`src/verilog/scfg_pkg.sv`:
```
// constants for the synthesizer configuration register bank
// assumes one system clock; serial pins sampled into that clock
`default_nettype none
package scfg_pkg;
    localparam int          WORD_W      = 24;
    localparam int          ADDR_W      = 4;
    localparam logic [3:0]  ADDR_W0     = 4'h0;
    localparam logic [3:0]  ADDR_W2     = 4'h5;
    localparam logic [3:0]  ADDR_W3     = 4'h7;
    localparam logic [3:0]  ADDR_W4     = 4'h9;
    localparam logic [3:0]  ADDR_W5     = 4'hb;
    localparam logic [3:0]  ADDR_W6     = 4'hd;
    localparam logic [3:0]  ADDR_W7     = 4'hf;
    localparam logic [23:0] DEF_W5      = 24'h00_000b;
    localparam logic [23:0] DEF_W6      = 24'h00_000d;
    localparam logic [23:0] DEF_W7      = 24'h00_090f;
    localparam logic [23:0] RST_W3      = 24'h10_0007;
    // fixed field 01000 in bits 22..18, other fields at their documented defaults
    localparam logic [23:0] RST_W4      = 24'h22_c709;
    localparam logic [4:0]  W4_FIXED    = 5'h08;
    localparam int          ACC_W5      = 21;
    localparam int          ACC_W6      = 22;
    localparam int          ACC_W7      = 23;
    localparam int          IF_PD_BIT   = 23;
    localparam int          RF_PD_BIT   = 23;
    localparam logic [3:0]  ADDR_W1     = 4'h3;
    localparam logic [11:0] IF_R_MIN    = 12'h003;
    localparam logic [3:0]  SEL_HIZ     = 4'h0;
    localparam logic [3:0]  SEL_HIGH    = 4'h1;
    localparam logic [3:0]  SEL_LOW     = 4'h2;
    localparam logic [3:0]  SEL_DLD_ALL = 4'h3;
    localparam logic [3:0]  SEL_DLD_RF  = 4'h4;
    localparam logic [3:0]  SEL_DLD_IF  = 4'h5;
    localparam logic [3:0]  SEL_OD_ALL  = 4'h6;
    localparam logic [3:0]  SEL_OD_RF   = 4'h7;
    localparam logic [3:0]  SEL_OD_IF   = 4'h8;
    localparam logic [3:0]  SEL_PP_ALL  = 4'h9;
    localparam logic [3:0]  SEL_PP_RF   = 4'ha;
    localparam logic [3:0]  SEL_PP_IF   = 4'hb;
    localparam logic [3:0]  SEL_IF_R    = 4'hc;
    localparam logic [3:0]  SEL_IF_N    = 4'hd;
    localparam logic [3:0]  SEL_RF_R    = 4'he;
    localparam logic [3:0]  SEL_RF_N    = 4'hf;
endpackage
`default_nettype wire

```
`src/verilog/scfg_bank.sv`:
```
// configuration word bank with serial load and test pin select
// assumes serial pins and lock/divider signals arrive asynchronously
`timescale 1ns/100ps
`default_nettype none
module scfg_bank
    import scfg_pkg::*;
#(
    parameter int WORD_BITS = WORD_W
) (
    // clock and reset
    input  wire logic        i_sys_clk,
    input  wire logic        i_reset_n,
    // serial programming pins and chip enable
    input  wire logic        i_ser_clk,
    input  wire logic        i_ser_data,
    input  wire logic        i_ser_le,
    input  wire logic        i_chip_enable,
    // lock indications
    input  wire logic        i_rf_dig_lock,
    input  wire logic        i_if_dig_lock,
    input  wire logic        i_rf_ana_lock,
    input  wire logic        i_if_ana_lock,
    // divider outputs
    input  wire logic        i_if_r_div,
    input  wire logic        i_if_n_div,
    input  wire logic        i_rf_r_div,
    input  wire logic        i_rf_n_div,
    // decoded configuration
    output logic [11:0]      o_if_ref_divider,
    output logic             o_if_ref_div_legal,
    output logic [4:0]       o_rf_pump_gain_x,
    output logic             o_rf_power_down,
    output logic             o_if_power_down,
    output logic             o_auto_power_up,
    output logic [1:0]       o_dither_select,
    output logic [1:0]       o_modulator_order,
    output logic             o_ref_doubler_enable,
    output logic             o_ref_buffer_out_enable,
    output logic             o_if_pump_polarity,
    output logic             o_rf_pump_polarity,
    output logic             o_if_prescaler,
    output logic [23:0]      o_extended_fraction_word,
    output logic [23:0]      o_fastlock_setup_word,
    output logic [23:0]      o_test_reset_word,
    output logic             o_w4_fixed_ok,
    // test/lock pin
    output logic             o_test_lock_pin_out,
    output logic             o_test_lock_pin_oe
);
    // storage and address decode are built for the 24-bit word only
    if (WORD_BITS != WORD_W) begin : g_bad_width
        $error("scfg_bank: word width must be 24");
    end

    ////////////////////////////////////////////////////////////////////////////
    // pin synchronisers and divider halvers
    logic       ser_clk_s;
    logic       ser_data_s;
    logic       ser_le_s;
    logic       ce_s;
    logic [3:0] lock_s;
    logic [3:0] div_s;
    logic [3:0] div_half;
    logic [3:0] lock_raw;
    logic [3:0] div_raw;

    assign lock_raw = {i_if_ana_lock, i_rf_ana_lock, i_if_dig_lock, i_rf_dig_lock};
    assign div_raw  = {i_rf_n_div, i_rf_r_div, i_if_n_div, i_if_r_div};

    scfg_sync3 u_sclk (.i_sys_clk(i_sys_clk), .i_reset_n(i_reset_n),
                       .i_pin(i_ser_clk), .o_level(ser_clk_s));
    scfg_sync3 u_sdat (.i_sys_clk(i_sys_clk), .i_reset_n(i_reset_n),
                       .i_pin(i_ser_data), .o_level(ser_data_s));
    scfg_sync3 u_sle  (.i_sys_clk(i_sys_clk), .i_reset_n(i_reset_n),
                       .i_pin(i_ser_le), .o_level(ser_le_s));
    scfg_sync3 u_ce   (.i_sys_clk(i_sys_clk), .i_reset_n(i_reset_n),
                       .i_pin(i_chip_enable), .o_level(ce_s));

    genvar g;
    generate
        for (g = 0; g < 4; g++) begin : g_in
            scfg_sync3 u_lk (.i_sys_clk(i_sys_clk), .i_reset_n(i_reset_n),
                             .i_pin(lock_raw[g]), .o_level(lock_s[g]));
            scfg_sync3 u_dv (.i_sys_clk(i_sys_clk), .i_reset_n(i_reset_n),
                             .i_pin(div_raw[g]), .o_level(div_s[g]));
            scfg_halver u_h (.i_sys_clk(i_sys_clk), .i_reset_n(i_reset_n),
                             .i_div(div_s[g]), .o_half(div_half[g]));
        end
    endgenerate

    ////////////////////////////////////////////////////////////////////////////
    // serial shift register, msb first
    logic [23:0] shift;
    logic        sclk_d;
    logic        le_d;
    wire         sclk_rise = ser_clk_s && !sclk_d;
    wire         le_rise   = ser_le_s && !le_d;
    wire  [3:0]  wr_addr   = shift[ADDR_W-1:0];

    always_ff @(posedge i_sys_clk) begin
        if (!i_reset_n) begin
            shift  <= 24'h00_0000;
            sclk_d <= 1'b0;
            le_d   <= 1'b0;
        end else begin
            sclk_d <= ser_clk_s;
            le_d   <= ser_le_s;
            if (sclk_rise) begin
                shift <= {shift[22:0], ser_data_s};
            end
        end
    end

    ////////////////////////////////////////////////////////////////////////////
    // word storage; only the addressed word changes on latch, but a word0 latch with auto power-up and ce high clears the power-down bits of word1 and word2
    logic [23:0] word1;
    logic [23:0] word2;
    logic [23:0] word3;
    logic [23:0] word4;
    logic [23:0] word5_raw;
    logic [23:0] word6_raw;
    logic [23:0] word7_raw;

    wire wr_w0 = le_rise && (wr_addr == ADDR_W0);
    wire wr_w1 = le_rise && (wr_addr == ADDR_W1);
    wire wr_w2 = le_rise && (wr_addr == ADDR_W2);
    // auto power-up only while chip enable is high
    wire auto_power_up_clr = wr_w0 && word4[23] && ce_s;

    always_ff @(posedge i_sys_clk) begin
        if (!i_reset_n) begin
            word1     <= 24'h00_0003;
            word2     <= 24'h00_0005;
            word3     <= RST_W3;
            word4     <= RST_W4;
            word5_raw <= DEF_W5;
            word6_raw <= DEF_W6;
            word7_raw <= DEF_W7;
        end else begin
            if (wr_w1) begin
                word1 <= shift;
            end
            if (wr_w2) begin
                word2 <= shift;
            end
            if (le_rise && wr_addr == ADDR_W3) begin
                word3 <= shift;
            end
            if (le_rise && wr_addr == ADDR_W4) begin
                word4 <= shift;
            end
            if (le_rise && wr_addr == ADDR_W5) begin
                word5_raw <= shift;
            end
            if (le_rise && wr_addr == ADDR_W6) begin
                word6_raw <= shift;
            end
            if (le_rise && wr_addr == ADDR_W7) begin
                word7_raw <= shift;
            end
            // power-down bits cleared by auto power-up, after any own write
            if (auto_power_up_clr) begin
                word1[RF_PD_BIT] <= 1'b0;
                word2[IF_PD_BIT] <= 1'b0;
            end
        end
    end

    // access bits pick written value or default, each word independently
    wire [23:0] word5 = word3[ACC_W5] ? word5_raw : DEF_W5;
    wire [23:0] word6 = word3[ACC_W6] ? word6_raw : DEF_W6;
    wire [23:0] word7 = word3[ACC_W7] ? word7_raw : DEF_W7;

    ////////////////////////////////////////////////////////////////////////////
    // test/lock pin select
    wire [3:0] sel     = word4[7:4];
    wire       dld_all = lock_s[0] && lock_s[1];
    wire       ald_all = lock_s[2] && lock_s[3];
    logic      pin_val;
    logic      pin_oe;

    always_comb begin
        pin_val = 1'b0;
        pin_oe  = 1'b1;
        unique case (sel)
            SEL_HIZ:     pin_oe  = 1'b0;
            SEL_HIGH:    pin_val = 1'b1;
            SEL_LOW:     pin_val = 1'b0;
            SEL_DLD_ALL: pin_val = dld_all;
            SEL_DLD_RF:  pin_val = lock_s[0];
            SEL_DLD_IF:  pin_val = lock_s[1];
            SEL_OD_ALL:  pin_oe  = !ald_all;
            SEL_OD_RF:   pin_oe  = !lock_s[2];
            SEL_OD_IF:   pin_oe  = !lock_s[3];
            SEL_PP_ALL:  pin_val = ald_all;
            SEL_PP_RF:   pin_val = lock_s[2];
            SEL_PP_IF:   pin_val = lock_s[3];
            SEL_IF_R:    pin_val = div_half[0];
            SEL_IF_N:    pin_val = div_half[1];
            SEL_RF_R:    pin_val = div_half[2];
            SEL_RF_N:    pin_val = div_half[3];
        endcase
    end

    ////////////////////////////////////////////////////////////////////////////
    // registered outputs
    always_ff @(posedge i_sys_clk) begin
        if (!i_reset_n) begin
            o_if_ref_divider         <= 12'h000;
            o_if_ref_div_legal       <= 1'b0;
            o_rf_pump_gain_x         <= 5'h01;
            o_rf_power_down          <= 1'b1;
            o_if_power_down          <= 1'b1;
            o_auto_power_up          <= 1'b0;
            o_dither_select          <= 2'h0;
            o_modulator_order        <= 2'h0;
            o_ref_doubler_enable     <= 1'b0;
            o_ref_buffer_out_enable  <= 1'b0;
            o_if_pump_polarity       <= 1'b0;
            o_rf_pump_polarity       <= 1'b0;
            o_if_prescaler           <= 1'b0;
            o_extended_fraction_word <= DEF_W5;
            o_fastlock_setup_word    <= DEF_W6;
            o_test_reset_word        <= DEF_W7;
            o_w4_fixed_ok            <= 1'b0;
            o_test_lock_pin_out      <= 1'b0;
            o_test_lock_pin_oe       <= 1'b0;
        end else begin
            o_if_ref_divider         <= word3[15:4];
            o_if_ref_div_legal       <= (word3[15:4] >= IF_R_MIN) && word3[20];
            o_rf_pump_gain_x         <= {1'b0, word3[19:16]} + 5'h01;
            // chip enable low forces both power-down outputs high, whatever the word bits say
            o_rf_power_down          <= !ce_s || word1[RF_PD_BIT];
            o_if_power_down          <= !ce_s || word2[IF_PD_BIT];
            o_auto_power_up          <= word4[23];
            o_dither_select          <= word4[17:16];
            o_modulator_order        <= word4[15:14];
            o_ref_doubler_enable     <= word4[12];
            o_ref_buffer_out_enable  <= word4[11];
            o_if_pump_polarity       <= word4[10];
            o_rf_pump_polarity       <= word4[9];
            o_if_prescaler           <= word4[8];
            o_extended_fraction_word <= word5;
            o_fastlock_setup_word    <= word6;
            o_test_reset_word        <= word7;
            o_w4_fixed_ok            <= (word4[22:18] == W4_FIXED) && !word4[13];
            o_test_lock_pin_out      <= pin_val;
            o_test_lock_pin_oe       <= pin_oe;
        end
    end
endmodule // scfg_bank
`default_nettype wire

```
`src/verilog/scfg_halver.sv`:
```
// divide-by-two of a divider output pulse stream
// assumes the input is already in the i_sys_clk domain
`timescale 1ns/100ps
`default_nettype none
module scfg_halver (
    // clock and reset
    input  wire logic i_sys_clk,
    input  wire logic i_reset_n,
    // divider level and halved copy
    input  wire logic i_div,
    output logic      o_half
);
    logic prev;
    // toggle on each rising edge halves the frequency
    always_ff @(posedge i_sys_clk) begin
        if (!i_reset_n) begin
            prev   <= 1'b0;
            o_half <= 1'b0;
        end else begin
            prev <= i_div;
            if (i_div && !prev) begin
                o_half <= ~o_half;
            end
        end
    end
endmodule // scfg_halver
`default_nettype wire

```
`src/verilog/scfg_sync3.sv`:
```
// three-stage synchroniser for a pin input
// assumes the pin is asynchronous to i_sys_clk
`timescale 1ns/100ps
`default_nettype none
module scfg_sync3 (
    // clock and reset
    input  wire logic i_sys_clk,
    input  wire logic i_reset_n,
    // pin and filtered level
    input  wire logic i_pin,
    output logic      o_level
);
    logic s1;
    logic s2;
    logic s3;
    // change accepted only when stages two and three agree
    always_ff @(posedge i_sys_clk) begin
        if (!i_reset_n) begin
            s1      <= 1'b0;
            s2      <= 1'b0;
            s3      <= 1'b0;
            o_level <= 1'b0;
        end else begin
            s1 <= i_pin;
            s2 <= s1;
            s3 <= s2;
            if (s2 == s3) begin
                o_level <= s3;
            end
        end
    end
endmodule // scfg_sync3
`default_nettype wire
```
`config.mk`:
```
export PLATFORM = sky130hd
export DESIGN_NAME = scfg_bank
export DESIGN_NICKNAME = d
export VERILOG_FILES = /design/src/verilog/scfg_pkg.sv /design/src/verilog/scfg_bank.sv /design/src/verilog/scfg_halver.sv /design/src/verilog/scfg_sync3.sv
export SDC_FILE = /design/constraint.sdc
export NUM_CORES = 1
export LEC_CHECK = 0
export BUFFER_PORTS_ARGS = -buffer_cell sky130_fd_sc_hd__buf_2
export CAP_MARGIN = 30
export CORE_UTILIZATION = 57
export CTS_CLUSTER_DIAMETER = 50
export DETAILED_ROUTE_END_ITERATION = 7
export GPL_TIMING_DRIVEN = 0
export HOLD_SLACK_MARGIN = 0.12
export PLACE_DENSITY = 0.86
export SETUP_SLACK_MARGIN = 0.3
export SLEW_MARGIN = 20
export SYNTH_ARGS = -nofsm -noshare
export SYNTH_HDL_FRONTEND = slang
export SYNTH_SLANG_ARGS = --single-unit
export TNS_END_PERCENT = 10
```
`constraint.sdc`:
```
create_clock -name i_sys_clk -period 1.66 [get_ports i_sys_clk]
set_clock_uncertainty 0.05 [all_clocks]
set_input_delay 0.166 -clock i_sys_clk [delete_from_list [all_inputs] [get_ports i_sys_clk]]
set_output_delay 0.166 -clock i_sys_clk [all_outputs]
set_load 0.005 [all_outputs]
```
After elaboration in Yosys (flattened, before gate mapping):

Index checks and enable logic that the tools add are counted.
Widths: inputs -> output; s select.

* bits of input ports: 14
* output and inout port bits: 105
* word-level logic and storage cells: 167
* register bits: 309

* $lt $le $gt $ge: 1
* bitwise logic cells: 5
* $add $sub $neg: 1
* muxes and demuxes: 2
* eq/ne operators: 34
* reduce and logical (&&, ||, !) cells: 39

Operators with widths (count)
* $eq 4x4->1 const B: 12
* $eq 4x3->1 const B: 6
* $logic_and 1x1->1: 20
* $eq 1x1->1: 12
* $ge 12x2->1 const B: 1
* $logic_not 1->1: 11
* $pmux 1 s11: 1
* $eq 4x2->1 const B: 2
* $logic_not 4->1: 2
* $reduce_and 2->1: 3
* $add 4x1->5 const B: 1
* $eq 5x4->1 const B: 1
* $not 1->1: 5
* $eq 4x1->1 const B: 1
* $pmux 1 s4: 1
* $logic_or 1x1->1: 2
* $reduce_or 2->1: 1

Longest topological paths before layout:

* depth in word-level cells: 6
* mapped depth: 6
* gate-level depth less buffers: 4

By module:

A second synthesis with hierarchy kept.

* cell total of the unflattened synthesis: 1011
* area total of the unflattened synthesis: 9557.9 sq um

Modules (own cells, without submodules)
* scfg_bank: area an instance 7866.3 sq um, seq. area each 4904.7 sq um, instances 1, cells an instance 863
* scfg_sync3: area an instance 116.4 sq um, seq. area each 80.1 sq um, instances 12, cells an instance 10
* scfg_halver: area an instance 73.8 sq um, seq. area each 40.0 sq um, instances 4, cells an instance 7

Worst setup path after synthesis:

Ideal clock, no wire load.

* path kind: reg2reg
* start point: register word4[4]
* end point: register o_test_lock_pin_out
* path slack: 307 ps
* setup time: 121 ps
* arrival: 1182 ps
* buffers on the path: 1
* clock period less this slack: 1353 ps
* cell stages (with the launch flop): 5
* data required time: 1489 ps
* cell sequence: dfxtp_1 buf_2 mux4_2 a31oi_1 a21oi_1

* cells in the longest elaborated chain, start to end: 2
* elaborated cells on any way between the ends: 12
* classes of those cells: eq/ne (11); mux (1)

RTL lines
* start, declared: line scfg_bank.sv:119 `logic [23:0] word4;`
* start signal, assigned: line scfg_bank.sv:150 `word4 <= shift;`
* $eq 4x4->1, or another cell as far along: line scfg_bank.sv:185 `unique case (sel)`
* $pmux 1 s11 (*): line scfg_bank.sv:185
* end signal, assigned: line scfg_bank.sv:247 `o_test_lock_pin_out <= pin_val;`
* end, declared: line scfg_bank.sv:47 `output logic o_test_lock_pin_out,`

Mark *: on every way between the ends. The rest lies on a longest branch, timed or not.
A chain may end at the register's enable or synchronous reset.

Worst setup path in the final report:

* start point: register shift[2]
* end point: register word5_raw[13]

* cells in the longest elaborated chain, start to end: 2

RTL lines
* start, declared: line scfg_bank.sv:93 `logic [23:0] shift;`
* start signal, assigned: line scfg_bank.sv:109 `shift <= {shift[22:0], ser_data_s};`
* $eq 4x4->1: line scfg_bank.sv:152 `if (le_rise && wr_addr == ADDR_W5) begin`
* $logic_and 1x1->1: line scfg_bank.sv:152
* end signal, assigned: line scfg_bank.sv:153 `word5_raw <= shift;`
* end, declared: line scfg_bank.sv:120 `logic [23:0] word5_raw;`

Every way passes these cells.

==> metrics.csv <==
stage,metric,value,unit
yosys,largest area contributor in the netlist,dfxtp_1,
grt,initial antenna violation count,0,
setup_path,Reg2Reg Launch Point,shift[2],
yosys,top-area cell type share of the netlist area,0.630,
detailed_routing,DR pass1 iterations,5,
yosys,syn_area_per_cell,9.47,um2
place,total placed cells including tap cells,1348,
power_and_ir_drop,leakage power,4.95,nW
clock_network,total CTS buffers,29,
detailed_routing,drt total wl,23400,um
detailed_routing,via count,7731,
yosys,register area share after synthesis,0.630,
yosys,synthesized netlist cell count,1010,
final_layout,post-route insts no fill,1421,
detailed_routing,DRC viols,0,
floorplan,die area,17300,um2
place,PortBufs,118,
setup_path,Setup Crit Path Kind,reg -> reg,
yosys,Syn Std Cell Area,9570,um2
setup_path,Worst Path Arrival,1890,ps
grt,GRT overflow,0,
floorplan,I/O Pins,119,
sta,Hold Slack,284,ps
sta,Max Slew Vio Count,0,
outcome,run status,finished clean,
grt,via count of the first global-routing pass,7569,
setup_path,maximum net fanout on the critical path,7,
hold_path,Hold Path Origin,i_reset_n,
clock_network,CTS Root Cell,clkbuf_16,
detailed_routing,via-per-instance ratio,5.44,
sta,Final min period,1470,ps
setup_path,R2R Path End,word5_raw[13],
hold_path,class of the worst hold path,in -> reg,
floorplan,# rows,47,
setup_path,Worst Reg2Reg Path Length in Cells,5,
yosys,fraction of registers with async set/reset,0,
flow_run,Max Cap Viol,0,
grt,first-pass GRT wire length,36900,um
final_layout,Layout Nets,1193,
clock_network,clock sinks,301,
hold_path,Worst Hold End,word6_raw[4],
floorplan,Core Footprint,16500,um2
floorplan,die height,132,um
yosys,Ys Warns,0,
power_and_ir_drop,PwrDens,1260,nW/um2
sta,RSZ-0062 raised after global routing,yes,
sta,Fin. Hold Viols,0,
clock_network,CTS tree,built,
sta,Slew headroom,0.522,
setup_path,FF-to-FF setup slack,190,ps
floorplan,die width,132,um
setup_path,CP Launch Type,flip-flop,
setup_path,Worst Path Required,2080,ps
yosys,Post-synth top cells,"301 x dfxtp_1, 275 x nand2_1, 130 x a21oi_1, 69 x and2_1, 62 x and3_1",
detailed_routing,post-route ant nets,0,
final_layout,Area growth syn-to-layout,23.6,%
clock_network,H-tree Lvls,1,
detailed_routing,DR WL/cell,16.4,um
hold_path,Cells on Worst Hold Path,5,
yosys,Post-synth EDFFs,0,
power_and_ir_drop,Design Power,0.0149,W
final_layout,layout cells sized above 1,0.216,
yosys,"count leader, synth",dfxtp_1,
yosys,Synth cell types,45,
floorplan,initial core utilization,0.581,
sta,Slew @ Worst Pin,716,ps
clock_network,Clock Pin Slew Worst Setup and Hold Paths,60,ps
yosys,ys flop type,dfxtp_1,
final_layout,ANT cells,0,
yosys,post-synthesis net count,1025,
sta,# setup viols final,0,
place,placer congestion estimate,0.871,
power_and_ir_drop,worst vdd rail ir drop,0.00102,V
clock_network,CTS Buffer Depth,3,
yosys,Yosys reg bits,301,
grt,pin count of the biggest net entering global routing,16,
grt,GRT Resource Usage Total,0.265,
clock_network,Clock Latency Late Sink,550,ps
yosys,Synth area leaders,"dfxtp_1 63%, nand2_1 11%, a21oi_1 6.8%",
sta,fmax,681,MHz
detailed_routing,1st-iter DRT viols,818,
place,HPWL after DPL,14500,um
sta,period utilization,0.884,
sta,Total Neg Setup Slack,0,ps
setup_path,Crit. End Element,flip-flop,
sequential cells by signal (all words and copies together), names as in the netlist, 20 cells and up:
| name | cells |
|---|---|
| o_fastlock_setup_word | 24 |
| word5_raw | 24 |
| o_extended_fraction_word | 24 |
| word4 | 20 |
| shift | 24 |
| word3 | 20 |
| o_test_reset_word | 24 |
| word6_raw | 24 |
| word7_raw | 24 |
power breakdown:
| group | switching (W) | internal [W] | total [W] |
|---|---|---|---|
| combinational | 0.000153 | 0.0000830 | 0.000236 |
| sequential | 0.0000148 | 0.00727 | 0.00728 |
| clock | 0.00279 | 0.00455 | 0.00734 |
| total | 0.00296 | 0.0119 | 0.0149 |
cells by family after synthesis:
family	share of synthesized area
buffers and inverters	0.0377
adders and majority gates	0.00131
DFF	0.630
and+or+nand+nor	0.240
xor gates and xnor gates	0.00549
AOI/OAI and AO/OA	0.0822
muxes	0.00340
placed cells by master (no fill, tap or decap), types with 5 or more instances in the layout:
cell type      Yosys  routed
and2_1            69      69
and3_1            62      62
dlygate4sd3_1      0      15
buf_6              7      11
bufinv_16          0       8
clkinv_2           0      10
o21ai_0           14      14
dfxtp_1          301     294
xnor2_1            5       5
nand3_1           12      12
or3_1             10      10
buf_4              4       8
dfxtp_2            0       7
clkbuf_1          33      29
clkbuf_2           1       5
nand2_1          275     270
a21oi_1          130     120
buf_2             23     135
clkbuf_16          0      29
a21oi_2            0      10
nor2b_1            5       5
nor2_1            12      12
or2_2             12      12
critical path: stages, from the launching register on:
cell      delay (ps)
dfxtp_2          340
and4bb_2         370
and2_4           240
buf_6            150
nand2_1           70
a21oi_1          170
metrics by stage:
step           cell area [um2]  setup WS, ps  utilization
4_1_cts                  11700           267        0.713
2_1_floorplan             9570           307            -
6_report                 11800           192        0.718
3_5_place_dp             10400          2.03        0.634
5_1_grt                  11800           165        0.718
3_3_place_gp             10400          32.0        0.634
area by class of cell:
cell class	count	area, um2
Buffer	69	394
Fill cell	1071	4640
Multi-Input combinational cell	639	3260
Timing Repair Buffer	137	772
Inverter	1	3.75
Clock buffer	32	757
Clock inverter	22	327
Tap cell	220	275
Sequential cell	301	6030
layer usage:
metal / track usage / wire length [um] / vias to the layer above
li1: - / - / 3626
met1: 0.311 / 9060 / 3608
met2: 0.459 / 11200 / 376
met3: 0.0421 / 1780 / 121
met4: 0.149 / 1280 / 0
met5: 0 / 0 / -
timing repair:
item	in CTS	in global routing
gates cloned	1	1
endpoints found under the hold margin	20	0
buffers inserted	2	0
endpoints found under the setup margin	130	133
resized for setup	26	25
hold buffers	15	0
pin swaps	7	6
worst max path at each step:
stage,startpoint,end,cells after the start
CTS,shift[0],word3[10],6
floorplan,word4[4],o_test_lock_pin_out,4
detailed placement,i_reset_n,o_test_lock_pin_out,5
finish,shift[2],word5_raw[13],5
global placement,i_reset_n,o_test_lock_pin_out,5
global route,shift[2],word5_raw[12],5
No activity file was read; power rests on OpenSTA's default activity.
